===== config.mk =====
export PLATFORM = sky130hd
export DESIGN_NAME = gif_irq_flags
export DESIGN_NICKNAME = d
export VERILOG_FILES = /design/src/logic/gif_pkg.sv /design/src/logic/gif_irq_flags.sv
export SDC_FILE = /design/constraint.sdc
export NUM_CORES = 1
export LEC_CHECK = 0
export BUFFER_PORTS_ARGS = -buffer_cell sky130_fd_sc_hd__buf_4
export CAP_MARGIN = 20
export CORE_UTILIZATION = 40
export CTS_CLUSTER_SIZE = 20
export DETAILED_ROUTE_END_ITERATION = 8
export GPL_TIMING_DRIVEN = 0
export PLACE_DENSITY = 0.67
export SYNTH_ARGS = -nofsm -noshare
export SYNTH_HDL_FRONTEND = slang
export SYNTH_SLANG_ARGS = --single-unit

===== constraint.sdc =====
create_clock -name core_clk -period 2.3 [get_ports core_clk]
set_clock_uncertainty 0.2 [all_clocks]
set_input_delay 0.345 -clock core_clk [delete_from_list [all_inputs] [get_ports core_clk]]
set_output_delay 0.345 -clock core_clk [all_outputs]
set_load 0.02 [all_outputs]

===== src/logic/gif_pkg.sv =====
package gif_pkg;
  // Register bus widths
  localparam int ADDR_W = 8;
  localparam int DATA_W = 8;
  // Register offsets
  localparam logic [7:0] OFS_EVENT_FLAGS = 8'h0C;
  localparam logic [7:0] OFS_IRQ_MASK = 8'h0D;
  // Reset values
  localparam logic [7:0] RST_FLAGS = 8'h00;
  localparam logic [7:0] RST_MASK = 8'h00;
  localparam logic [7:0] RD_UNMAPPED = 8'h00;
  // Flag bit positions
  localparam int BIT_PWM_TIMER_ZERO = 0;
  localparam int BIT_PWM_TIMER_ONE = 1;
  localparam int BIT_PROC = 2;
  localparam int BIT_KEYPAD = 3;
  localparam int BIT_VSYNC = 4;
  localparam int BIT_I2C = 5;
  localparam int BIT_EXTIRQ = 6;
  localparam int BIT_WAKE = 7;
  // Event sources, one pulse or level per source
  typedef struct packed {
    logic wake;
    logic extIrq;
    logic i2c;
    logic vsync;
    logic keypad;
    logic procDone;
    logic pwmOne;
    logic pwmZero;
  } gif_events_s;
  // Register access request
  typedef struct packed {
    logic [ADDR_W-1:0] addr;
    logic [DATA_W-1:0] wdata;
    logic wr;
    logic rd;
  } gif_req_s;
endpackage


===== src/logic/gif_irq_flags.sv =====
// Local design decision: the strobed register port.
module gif_irq_flags
  import gif_pkg::*;
(
  // Clock and reset
  input wire logic core_clk,
  input wire logic rst,
  // Register port
  input wire gif_req_s busReq,
  output logic [DATA_W-1:0] busRdata,
  // Internal event sources, same clock
  input wire gif_events_s evtIn,
  // Pin from outside the clock domain
  input wire logic extIrqPin,
  // Interrupt line to host
  output logic hostIrq
);
  // Pin synchroniser stages and edge history
  logic extSync1_ff;
  logic extSync2_ff;
  logic extPrev_ff;
  // Flag and mask registers
  logic [DATA_W-1:0] flags_ff;
  logic [DATA_W-1:0] nxt_flags;
  logic [DATA_W-1:0] mask_ff;
  logic [DATA_W-1:0] nxt_mask;
  logic [DATA_W-1:0] rdata_ff;
  logic [DATA_W-1:0] nxt_rdata;
  logic irq_ff;
  // Decode wires
  wire selFlags = busReq.addr == OFS_EVENT_FLAGS;
  wire selMask = busReq.addr == OFS_IRQ_MASK;
  wire wrFlags = busReq.wr && selFlags;
  wire wrMask = busReq.wr && selMask;
  // Rising edge of the synchronised external pin
  wire extRise = extSync2_ff && !extPrev_ff;
  // Source vector in flag layout
  logic [DATA_W-1:0] setVec;
  assign setVec[BIT_WAKE] = evtIn.wake;
  assign setVec[BIT_EXTIRQ] = extRise | evtIn.extIrq;
  assign setVec[BIT_I2C] = evtIn.i2c;
  assign setVec[BIT_VSYNC] = evtIn.vsync;
  assign setVec[BIT_KEYPAD] = evtIn.keypad;
  assign setVec[BIT_PROC] = evtIn.procDone;
  assign setVec[BIT_PWM_TIMER_ONE] = evtIn.pwmOne;
  assign setVec[BIT_PWM_TIMER_ZERO] = evtIn.pwmZero;
  // Clear mask from a write of ones
  wire [DATA_W-1:0] clrVec = wrFlags ? busReq.wdata : RST_FLAGS;
  // Set wins over clear; flags ignore mask
  assign nxt_flags = (flags_ff & ~clrVec) | setVec;
  assign nxt_mask = wrMask ? busReq.wdata : mask_ff;
  // Read mux, unmapped reads zero
  assign nxt_rdata = !busReq.rd ? RD_UNMAPPED :
                     selFlags ? flags_ff :
                     selMask ? mask_ff : RD_UNMAPPED;
  // True when any flag is set and its mask bit is clear
  function automatic logic anyPending(input logic [DATA_W-1:0] f, input logic [DATA_W-1:0] m);
    // Masked bits drop out before the OR
    anyPending = |(f & ~m);
  endfunction
  // Unmasked flags drive the line
  wire irqNext = anyPending(nxt_flags, nxt_mask);
  // Pin synchroniser and edge history
  always_ff @(posedge core_clk or posedge rst)
  begin
    if (rst)
    begin
      extSync1_ff <= 1'b0;
      extSync2_ff <= 1'b0;
      extPrev_ff <= 1'b0;
    end
    else
    begin
      extSync1_ff <= extIrqPin;
      extSync2_ff <= extSync1_ff;
      extPrev_ff <= extSync2_ff;
    end
  end
  // Register state
  always_ff @(posedge core_clk or posedge rst)
  begin
    if (rst)
    begin
      flags_ff <= RST_FLAGS;
      mask_ff <= RST_MASK;
      rdata_ff <= RD_UNMAPPED;
      irq_ff <= 1'b0;
    end
    else
    begin
      flags_ff <= nxt_flags;
      mask_ff <= nxt_mask;
      rdata_ff <= nxt_rdata;
      irq_ff <= irqNext;
    end
  end
  // Outputs from flops
  assign busRdata = rdata_ff;
  assign hostIrq = irq_ff;

  // Checks
  a_clear_on_one: assert property (@(posedge core_clk) disable iff (rst)
    (wrFlags && busReq.wdata[BIT_WAKE] && !evtIn.wake) |=> !flags_ff[BIT_WAKE])
    else $error("flag not cleared by write of one");
  a_zero_keeps: assert property (@(posedge core_clk) disable iff (rst)
    (wrFlags && !busReq.wdata[BIT_I2C] && flags_ff[BIT_I2C]) |=> flags_ff[BIT_I2C])
    else $error("flag lost on write of zero");
  a_wake_set: assert property (@(posedge core_clk) disable iff (rst)
    evtIn.wake |=> flags_ff[BIT_WAKE])
    else $error("wake flag not set");
  a_ext_set: assert property (@(posedge core_clk) disable iff (rst)
    extRise |=> flags_ff[BIT_EXTIRQ])
    else $error("pin flag not set");
  a_i2c_set: assert property (@(posedge core_clk) disable iff (rst)
    evtIn.i2c |=> flags_ff[BIT_I2C])
    else $error("i2c flag not set");
  a_vsync_set: assert property (@(posedge core_clk) disable iff (rst)
    evtIn.vsync |=> flags_ff[BIT_VSYNC])
    else $error("vsync flag not set");
  a_keypad_set: assert property (@(posedge core_clk) disable iff (rst)
    evtIn.keypad |=> flags_ff[BIT_KEYPAD])
    else $error("keypad flag not set");
  a_proc_set: assert property (@(posedge core_clk) disable iff (rst)
    evtIn.procDone |=> flags_ff[BIT_PROC])
    else $error("process flag not set");
  a_pwm_one: assert property (@(posedge core_clk) disable iff (rst)
    evtIn.pwmOne |=> flags_ff[BIT_PWM_TIMER_ONE])
    else $error("pwm one flag not set");
  a_pwm_zero: assert property (@(posedge core_clk) disable iff (rst)
    evtIn.pwmZero |=> flags_ff[BIT_PWM_TIMER_ZERO])
    else $error("pwm zero flag not set");
  a_mask_write: assert property (@(posedge core_clk) disable iff (rst)
    wrMask |=> mask_ff == $past(busReq.wdata))
    else $error("mask write lost");
  a_irq_masked: assert property (@(posedge core_clk) disable iff (rst)
    hostIrq |-> |(flags_ff & ~mask_ff))
    else $error("interrupt from masked flag");
  a_irq_raised: assert property (@(posedge core_clk) disable iff (rst)
    |(flags_ff & ~mask_ff) |-> hostIrq)
    else $error("unmasked flag without interrupt");
  a_sticky_flag: assert property (@(posedge core_clk) disable iff (rst)
    (flags_ff[BIT_VSYNC] && !wrFlags) |=> flags_ff[BIT_VSYNC])
    else $error("flag dropped without clear");
  a_read_data: assert property (@(posedge core_clk) disable iff (rst)
    (busReq.rd && selFlags) |=> busRdata == $past(flags_ff))
    else $error("flag read data wrong");
  c_masked_event: cover property (@(posedge core_clk) disable iff (rst)
    evtIn.vsync && mask_ff[BIT_VSYNC]);
  c_set_and_clear: cover property (@(posedge core_clk) disable iff (rst)
    wrFlags && |(busReq.wdata & setVec));
  c_irq_rise: cover property (@(posedge core_clk) disable iff (rst) $rose(hostIrq));
  c_pin_event: cover property (@(posedge core_clk) disable iff (rst) extRise);
  // Mask write followed at once by a read
  c_back_to_back: cover property (@(posedge core_clk) disable iff (rst)
    wrMask ##1 busReq.rd);

  // Wakeup flag, bit 7
  a_clear_wake: assert property (@(posedge core_clk) disable iff (rst)
    (wrFlags && busReq.wdata[BIT_WAKE] && !setVec[BIT_WAKE]) |=> !flags_ff[BIT_WAKE])
    else $error("wake flag not cleared");
  a_keep_wake: assert property (@(posedge core_clk) disable iff (rst)
    (flags_ff[BIT_WAKE] && !(wrFlags && busReq.wdata[BIT_WAKE])) |=> flags_ff[BIT_WAKE])
    else $error("wake flag dropped");
  a_masked_wake: assert property (@(posedge core_clk) disable iff (rst)
    (mask_ff[BIT_WAKE] && !anyPending(flags_ff, mask_ff)) |-> !hostIrq)
    else $error("masked wake flag raised line");
  a_line_wake: assert property (@(posedge core_clk) disable iff (rst)
    (flags_ff[BIT_WAKE] && !mask_ff[BIT_WAKE]) |-> hostIrq)
    else $error("wake flag without line");

  // Pin flag, bit 6
  a_clear_ext: assert property (@(posedge core_clk) disable iff (rst)
    (wrFlags && busReq.wdata[BIT_EXTIRQ] && !setVec[BIT_EXTIRQ]) |=> !flags_ff[BIT_EXTIRQ])
    else $error("pin flag not cleared");
  a_keep_ext: assert property (@(posedge core_clk) disable iff (rst)
    (flags_ff[BIT_EXTIRQ] && !(wrFlags && busReq.wdata[BIT_EXTIRQ])) |=> flags_ff[BIT_EXTIRQ])
    else $error("pin flag dropped");
  a_masked_ext: assert property (@(posedge core_clk) disable iff (rst)
    (mask_ff[BIT_EXTIRQ] && !anyPending(flags_ff, mask_ff)) |-> !hostIrq)
    else $error("masked pin flag raised line");
  a_line_ext: assert property (@(posedge core_clk) disable iff (rst)
    (flags_ff[BIT_EXTIRQ] && !mask_ff[BIT_EXTIRQ]) |-> hostIrq)
    else $error("pin flag without line");

  // I2C flag, bit 5
  a_clear_i2c: assert property (@(posedge core_clk) disable iff (rst)
    (wrFlags && busReq.wdata[BIT_I2C] && !setVec[BIT_I2C]) |=> !flags_ff[BIT_I2C])
    else $error("i2c flag not cleared");
  a_keep_i2c: assert property (@(posedge core_clk) disable iff (rst)
    (flags_ff[BIT_I2C] && !(wrFlags && busReq.wdata[BIT_I2C])) |=> flags_ff[BIT_I2C])
    else $error("i2c flag dropped");
  a_masked_i2c: assert property (@(posedge core_clk) disable iff (rst)
    (mask_ff[BIT_I2C] && !anyPending(flags_ff, mask_ff)) |-> !hostIrq)
    else $error("masked i2c flag raised line");
  a_line_i2c: assert property (@(posedge core_clk) disable iff (rst)
    (flags_ff[BIT_I2C] && !mask_ff[BIT_I2C]) |-> hostIrq)
    else $error("i2c flag without line");

  // Vertical sync flag, bit 4
  a_clear_vsync: assert property (@(posedge core_clk) disable iff (rst)
    (wrFlags && busReq.wdata[BIT_VSYNC] && !setVec[BIT_VSYNC]) |=> !flags_ff[BIT_VSYNC])
    else $error("vsync flag not cleared");
  a_keep_vsync: assert property (@(posedge core_clk) disable iff (rst)
    (flags_ff[BIT_VSYNC] && !(wrFlags && busReq.wdata[BIT_VSYNC])) |=> flags_ff[BIT_VSYNC])
    else $error("vsync flag dropped");
  a_masked_vsync: assert property (@(posedge core_clk) disable iff (rst)
    (mask_ff[BIT_VSYNC] && !anyPending(flags_ff, mask_ff)) |-> !hostIrq)
    else $error("masked vsync flag raised line");
  a_line_vsync: assert property (@(posedge core_clk) disable iff (rst)
    (flags_ff[BIT_VSYNC] && !mask_ff[BIT_VSYNC]) |-> hostIrq)
    else $error("vsync flag without line");

  // Keypad flag, bit 3
  a_clear_keypad: assert property (@(posedge core_clk) disable iff (rst)
    (wrFlags && busReq.wdata[BIT_KEYPAD] && !setVec[BIT_KEYPAD]) |=> !flags_ff[BIT_KEYPAD])
    else $error("keypad flag not cleared");
  a_keep_keypad: assert property (@(posedge core_clk) disable iff (rst)
    (flags_ff[BIT_KEYPAD] && !(wrFlags && busReq.wdata[BIT_KEYPAD])) |=> flags_ff[BIT_KEYPAD])
    else $error("keypad flag dropped");
  a_masked_keypad: assert property (@(posedge core_clk) disable iff (rst)
    (mask_ff[BIT_KEYPAD] && !anyPending(flags_ff, mask_ff)) |-> !hostIrq)
    else $error("masked keypad flag raised line");
  a_line_keypad: assert property (@(posedge core_clk) disable iff (rst)
    (flags_ff[BIT_KEYPAD] && !mask_ff[BIT_KEYPAD]) |-> hostIrq)
    else $error("keypad flag without line");

  // Process completion flag, bit 2
  a_clear_proc: assert property (@(posedge core_clk) disable iff (rst)
    (wrFlags && busReq.wdata[BIT_PROC] && !setVec[BIT_PROC]) |=> !flags_ff[BIT_PROC])
    else $error("process flag not cleared");
  a_keep_proc: assert property (@(posedge core_clk) disable iff (rst)
    (flags_ff[BIT_PROC] && !(wrFlags && busReq.wdata[BIT_PROC])) |=> flags_ff[BIT_PROC])
    else $error("process flag dropped");
  a_masked_proc: assert property (@(posedge core_clk) disable iff (rst)
    (mask_ff[BIT_PROC] && !anyPending(flags_ff, mask_ff)) |-> !hostIrq)
    else $error("masked process flag raised line");
  a_line_proc: assert property (@(posedge core_clk) disable iff (rst)
    (flags_ff[BIT_PROC] && !mask_ff[BIT_PROC]) |-> hostIrq)
    else $error("process flag without line");

  // Timer one flag, bit 1
  a_clear_pwmone: assert property (@(posedge core_clk) disable iff (rst)
    (wrFlags && busReq.wdata[BIT_PWM_TIMER_ONE] && !setVec[BIT_PWM_TIMER_ONE]) |=> !flags_ff[BIT_PWM_TIMER_ONE])
    else $error("pwm one flag not cleared");
  a_keep_pwmone: assert property (@(posedge core_clk) disable iff (rst)
    (flags_ff[BIT_PWM_TIMER_ONE] && !(wrFlags && busReq.wdata[BIT_PWM_TIMER_ONE])) |=> flags_ff[BIT_PWM_TIMER_ONE])
    else $error("pwm one flag dropped");
  a_masked_pwmone: assert property (@(posedge core_clk) disable iff (rst)
    (mask_ff[BIT_PWM_TIMER_ONE] && !anyPending(flags_ff, mask_ff)) |-> !hostIrq)
    else $error("masked pwm one flag raised line");
  a_line_pwmone: assert property (@(posedge core_clk) disable iff (rst)
    (flags_ff[BIT_PWM_TIMER_ONE] && !mask_ff[BIT_PWM_TIMER_ONE]) |-> hostIrq)
    else $error("pwm one flag without line");

  // Timer zero flag, bit 0
  a_clear_pwmzero: assert property (@(posedge core_clk) disable iff (rst)
    (wrFlags && busReq.wdata[BIT_PWM_TIMER_ZERO] && !setVec[BIT_PWM_TIMER_ZERO]) |=> !flags_ff[BIT_PWM_TIMER_ZERO])
    else $error("pwm zero flag not cleared");
  a_keep_pwmzero: assert property (@(posedge core_clk) disable iff (rst)
    (flags_ff[BIT_PWM_TIMER_ZERO] && !(wrFlags && busReq.wdata[BIT_PWM_TIMER_ZERO])) |=> flags_ff[BIT_PWM_TIMER_ZERO])
    else $error("pwm zero flag dropped");
  a_masked_pwmzero: assert property (@(posedge core_clk) disable iff (rst)
    (mask_ff[BIT_PWM_TIMER_ZERO] && !anyPending(flags_ff, mask_ff)) |-> !hostIrq)
    else $error("masked pwm zero flag raised line");
  a_line_pwmzero: assert property (@(posedge core_clk) disable iff (rst)
    (flags_ff[BIT_PWM_TIMER_ZERO] && !mask_ff[BIT_PWM_TIMER_ZERO]) |-> hostIrq)
    else $error("pwm zero flag without line");

  // Mask read returns the stored mask
  a_mask_read: assert property (@(posedge core_clk) disable iff (rst)
    (busReq.rd && selMask) |=> busRdata == $past(mask_ff))
    else $error("mask read data wrong");
  // Read data idles at zero
  a_rdata_idle: assert property (@(posedge core_clk) disable iff (rst)
    !busReq.rd |=> busRdata == RD_UNMAPPED)
    else $error("read data not idle");
  // Unmapped reads return zero
  a_rdata_unmapped: assert property (@(posedge core_clk) disable iff (rst)
    (busReq.rd && !selFlags && !selMask) |=> busRdata == RD_UNMAPPED)
    else $error("unmapped read not zero");

  // Mask only changes on its own write
  a_mask_hold: assert property (@(posedge core_clk) disable iff (rst)
    !wrMask |=> mask_ff == $past(mask_ff))
    else $error("mask changed without write");
  // Flag clears leave the mask alone
  a_flag_wr_mask: assert property (@(posedge core_clk) disable iff (rst)
    wrFlags |=> mask_ff == $past(mask_ff))
    else $error("flag write touched mask");

  // Event in the clear cycle wins
  a_set_wins: assert property (@(posedge core_clk) disable iff (rst)
    (wrFlags && busReq.wdata[BIT_VSYNC] && evtIn.vsync) |=> flags_ff[BIT_VSYNC])
    else $error("clear beat event");
  // Clear of all bits with no event empties the register
  a_clear_all: assert property (@(posedge core_clk) disable iff (rst)
    (wrFlags && busReq.wdata == '1 && setVec == RST_FLAGS) |=> flags_ff == RST_FLAGS)
    else $error("flags not all cleared");
  // Steady pin level never sets the flag again
  a_pin_level: assert property (@(posedge core_clk) disable iff (rst)
    (!extRise && !evtIn.extIrq && !flags_ff[BIT_EXTIRQ]) |=> !flags_ff[BIT_EXTIRQ])
    else $error("pin flag set without edge");

  // Registers sit at reset values while reset is high
  a_reset_vals: assert property (@(posedge core_clk)
    rst |-> (flags_ff == RST_FLAGS && mask_ff == RST_MASK && !hostIrq))
    else $error("reset values wrong");
endmodule // gif_irq_flags


Word level (Yosys, flattened, before mapping)

Cells that the tools add are included.

Register bits: 28
Output and inout bits: 9

Reduce and logical (&&, ||, !) cells: 5
Eq/ne operators: 2
Multiplexer cells: 5
Bitwise logic cells: 6

Operator list:

| kind                 | number |
|---|---|
| $mux W8              | 5 |
| $and A8 B8 Y8        | 2 |
| $eq A8 B4 Y1 const B | 2 |
| $not A8 Y8           | 2 |
| $or A8 B8 Y8         | 1 |
| $reduce_or A8 Y1     | 1 |
| $logic_and A1 B1 Y1  | 3 |
| $logic_not A1 Y1     | 1 |
| $or A1 B1 Y1         | 1 |

Longest topological paths before layout

Depth after elaboration: 8
Mapped depth: 6
Mapped depth without buffers: 5

Worst setup path before layout

Ideal clock, no wire load.

Kind: input to register
Start point: input port busReq[16] (netlist bit)
End point: register irq_ff, in the netlist hostIrq
Arrival: 1.720 ns
Buffers on the path: 1
Stages on the path: 6
Slack: 0.242 ns
Library setup time: 0.139 ns
Cell sequence: and4bb_2 > buf_4 > and4b_1 > a31o_2 > a41oi_1 > or4b_1

Word-level cells in the longest chain between the ends: 8

RTL lines:

| what                   | RTL line            | source |
|---|---|---|
| start: declaration     | gif_irq_flags.sv:9  | `input wire gif_req_s busReq,` |
| $eq A8 B4 Y1           | gif_irq_flags.sv:31 | `wire selFlags = busReq.addr == OFS_EVENT_FLAGS;` |
| $logic_and A1 B1 Y1    | gif_irq_flags.sv:33 | `wire wrFlags = busReq.wr && selFlags;` |
| $mux W8                | gif_irq_flags.sv:48 | `wire [DATA_W-1:0] clrVec = wrFlags ? busReq.wdata : RST_FLAGS;` |
| $not A8 Y8             | gif_irq_flags.sv:50 | `assign nxt_flags = (flags_ff & ~clrVec) \| setVec;` |
| $and A8 B8 Y8          | gif_irq_flags.sv:50 |  |
| $or A8 B8 Y8           | gif_irq_flags.sv:50 |  |
| $and A8 B8 Y8 *        | gif_irq_flags.sv:59 | `anyPending = \|(f & ~m);` |
| $reduce_or A8 Y1 *     | gif_irq_flags.sv:59 |  |
| named net irqNext      | gif_irq_flags.sv:62 | `wire irqNext = anyPending(nxt_flags, nxt_mask);` |
| end signal: assignment | gif_irq_flags.sv:94 | `irq_ff <= irqNext;` |
| end: declaration       | gif_irq_flags.sv:29 | `logic irq_ff;` |

Mark *: on every way through the listed nets, which the timed path passes. The rest lies on a longest branch.

Final worst setup path

Same ends and word-level chain as after synthesis.

==> reports/metrics.cfg <==
[synth]
ys_seq_area_share_pct=51.9
yosys_warnings=0
synth-seq-cells=28
ys_types=31
synthTopCellsByArea=dfrtp_1, mux2_2, mux2i_1
synth_top_area_share_pct=51.9
synth_top_cell_by_area=dfrtp_1
synthesis.area_mm2=0.00135
postSynth.asyncResetShare_pct=100
postSynthNetCount=155
postSynthAreaPerCell_um2=10.7
synth_edf_count=0
synth_ff_type=dfrtp_1
synth_cells=126

[global_route]
grt_max_degree=29
overflow=0
track_usage_pct=18.5
first_global_vias=1080
grt_pass1_wl_um=4880
antenna_found_initial=0

[drt]
drtPass1Iterations=5
drtIter0Drc=25
vias=1116
via_per_inst=5.26
route.detailed.drc=0
drtAntennaViolNets=0
wl_per_cell_um=14.2
drt-total-wl_um=3010

[min_path]
hold_depth=2
hold_start=evtIn[5]
min_to=flags_ff[5]$_DFF_PP0_
hold_class=in2reg

[cts]
numCtsBuffers=3
clk_pin_slew_ns=0.14
cts_sinks=28
cts_max_level=1
post_cts_buffers=0
cts-root-buf=clkbuf_4
cts_buffer_depth=2
cts_tree=yes
clkLatencyLatePin_ns=0.32

[worst_setup_path]
r2r_start=flags_ff[0]$_DFF_PP0_
crit_fanout=7
reg2reg_depth=5
regToRegEndpoint=hostIrq$_DFF_PP0_
end_kind=flip-flop
critPathKind=in2reg
regToRegSetupSlack_ns=0.35
start_kind=input port
worstPathRequired_ns=2.30
cp_data_arrival_time_ns=1.98

[die]
core_mm2=0.00313
start_util_pct=43.1
boundaryPins=38
die_w_um=60.1
die_y_um=60.1
placementRows=20
fp.dieArea_mm2=0.00361

[placed_design]
place_hpwl_um=2180
place.gp.congestion=0.839
place_inst=206
portBuffers=36
place_area_mm2=0.00167

[power_and_ir_drop]
power.density_mw_per_mm2=469
p_leak_uw=0.000834
peakVddDrop_v=0.000256

[cells_and_area]
fin_cells=212
layout_common_cells=buf_4, dfrtp_1, nor2_1
nNetsFinal=199
final_area_mm2=0.00174
multi_input_area_um2=613
nFillCells=278
layout.cells.most_common=buf_4
num_antenna_cells=0
seq_area_um2=701
drive_gt1_share_pct=32.1
area_growth_pct=29.3

[timing]
max_freq_mhz=506
rsz0062_at_grt=false
setup_viol=0
tightest_slew_ns=0.666
relSlewSlack_pct=55.4
fin_crit_ns=1.98
final_max_slew_viol_count=0
fin_crit_sh_pct=85.9
fin_hold_ws_ns=0.0110
hold_viol=0

[job]
maxCapViolations=0

[status]
outcome=finished clean

## per-layer routing
metal / track usage [%] / routed length (um) / vias up / share of wire (%)
met1: 26.0 / 1350 / 536 / 45
met3: 1.95 / 137 / 4 / 4.5
met2: 29.4 / 1490 / 32 / 49
met5: 0 / 0 / - / 0
met4: 6.98 / 38 / 0 / 1.3
li1: - / - / 544 / -
## cells in the mapped netlist, drive strengths merged, types with 2 or more instances
master,instances
o22ai,6
a211o,2
nand2,9
buf,2
nor3,3
a41oi,3
inv,5
dfrtp,28
a21oi,3
o21ai,6
a21o,7
nor2,20
mux2,8
nand4b,2
mux2i,8
## worst max path at each step
stage                from                    end  slack [ns]  cells past startpoint
6_report       busReq[16]      hostIrq$_DFF_PP0_        0.32                      7
5_1_grt        busReq[11]  flags_ff[6]$_DFF_PP0_        0.28                      6
4_1_cts        busReq[16]      hostIrq$_DFF_PP0_        0.33                      7
3_5_place_dp   busReq[16]      hostIrq$_DFF_PP0_       -0.03                      7
3_3_place_gp   busReq[16]      hostIrq$_DFF_PP0_      -0.005                      7
2_1_floorplan  busReq[16]      hostIrq$_DFF_PP0_        0.24                      6
## through the flow
stage | TNS, ns | total power, uW | setup slack, ns | util [%]
2_1_floorplan | 0 | 562 | 0.242 | -
3_3_place_gp | -0.00487 | 618 | -0.00487 | 53.5
3_5_place_dp | -0.0347 | 621 | -0.0347 | 53.5
4_1_cts | 0 | 821 | 0.326 | 54.6
5_1_grt | 0 | 857 | 0.282 | 55.8
6_report | 0 | 819 | 0.324 | 55.8
## cell families after synthesis
logic type | count (synthesis) | synth area share [%]
mux | 16 | 12.6
flops | 28 | 51.9
simple gates | 41 | 15.8
buf+inv | 8 | 2.60
compound gates | 33 | 17.1
## sequential cells by signal, summed over array words and instances, names as in the netlist
name         count
extPrev_ff       1
busRdata         8
flags_ff         8
mask_ff          8
extSync1_ff      1
extSync2_ff      1
hostIrq          1
## what timing repair did
item | CTS | global route
hold endpoints to repair | 1 | 10
hold buffers | 1 | 1
resized for setup | 0 | 0
## critical path, stage by stage
cell and delay, ns:
buf_4 0.10, and4bb_2 0.28, buf_4 0.15, and4b_1 0.26, a31o_2 0.19, a41oi_1 0.11, or4b_1 0.55
## where the power goes
group | internal [uW] | switching (uW) | leakage (uW)
combinational | 59.8 | 51.7 | 0.000484
clock | 61.4 | 137 | 0.0000138
sequential | 502 | 6.09 | 0.000336
total | 623 | 195 | 0.000834
## layout make-up
| class | instances | area share [%] |
|---|---|---|
| plain buffers | 3 | 0.933 |
| inverters | 5 | 1.08 |
| clock buffers | 3 | 1.29 |
| flip-flops and latches | 28 | 40.2 |
| repair buffers | 39 | 18.2 |
| well taps | 44 | 3.16 |
| multi-input cells | 90 | 35.2 |
Power figures use the tool's default switching activity.
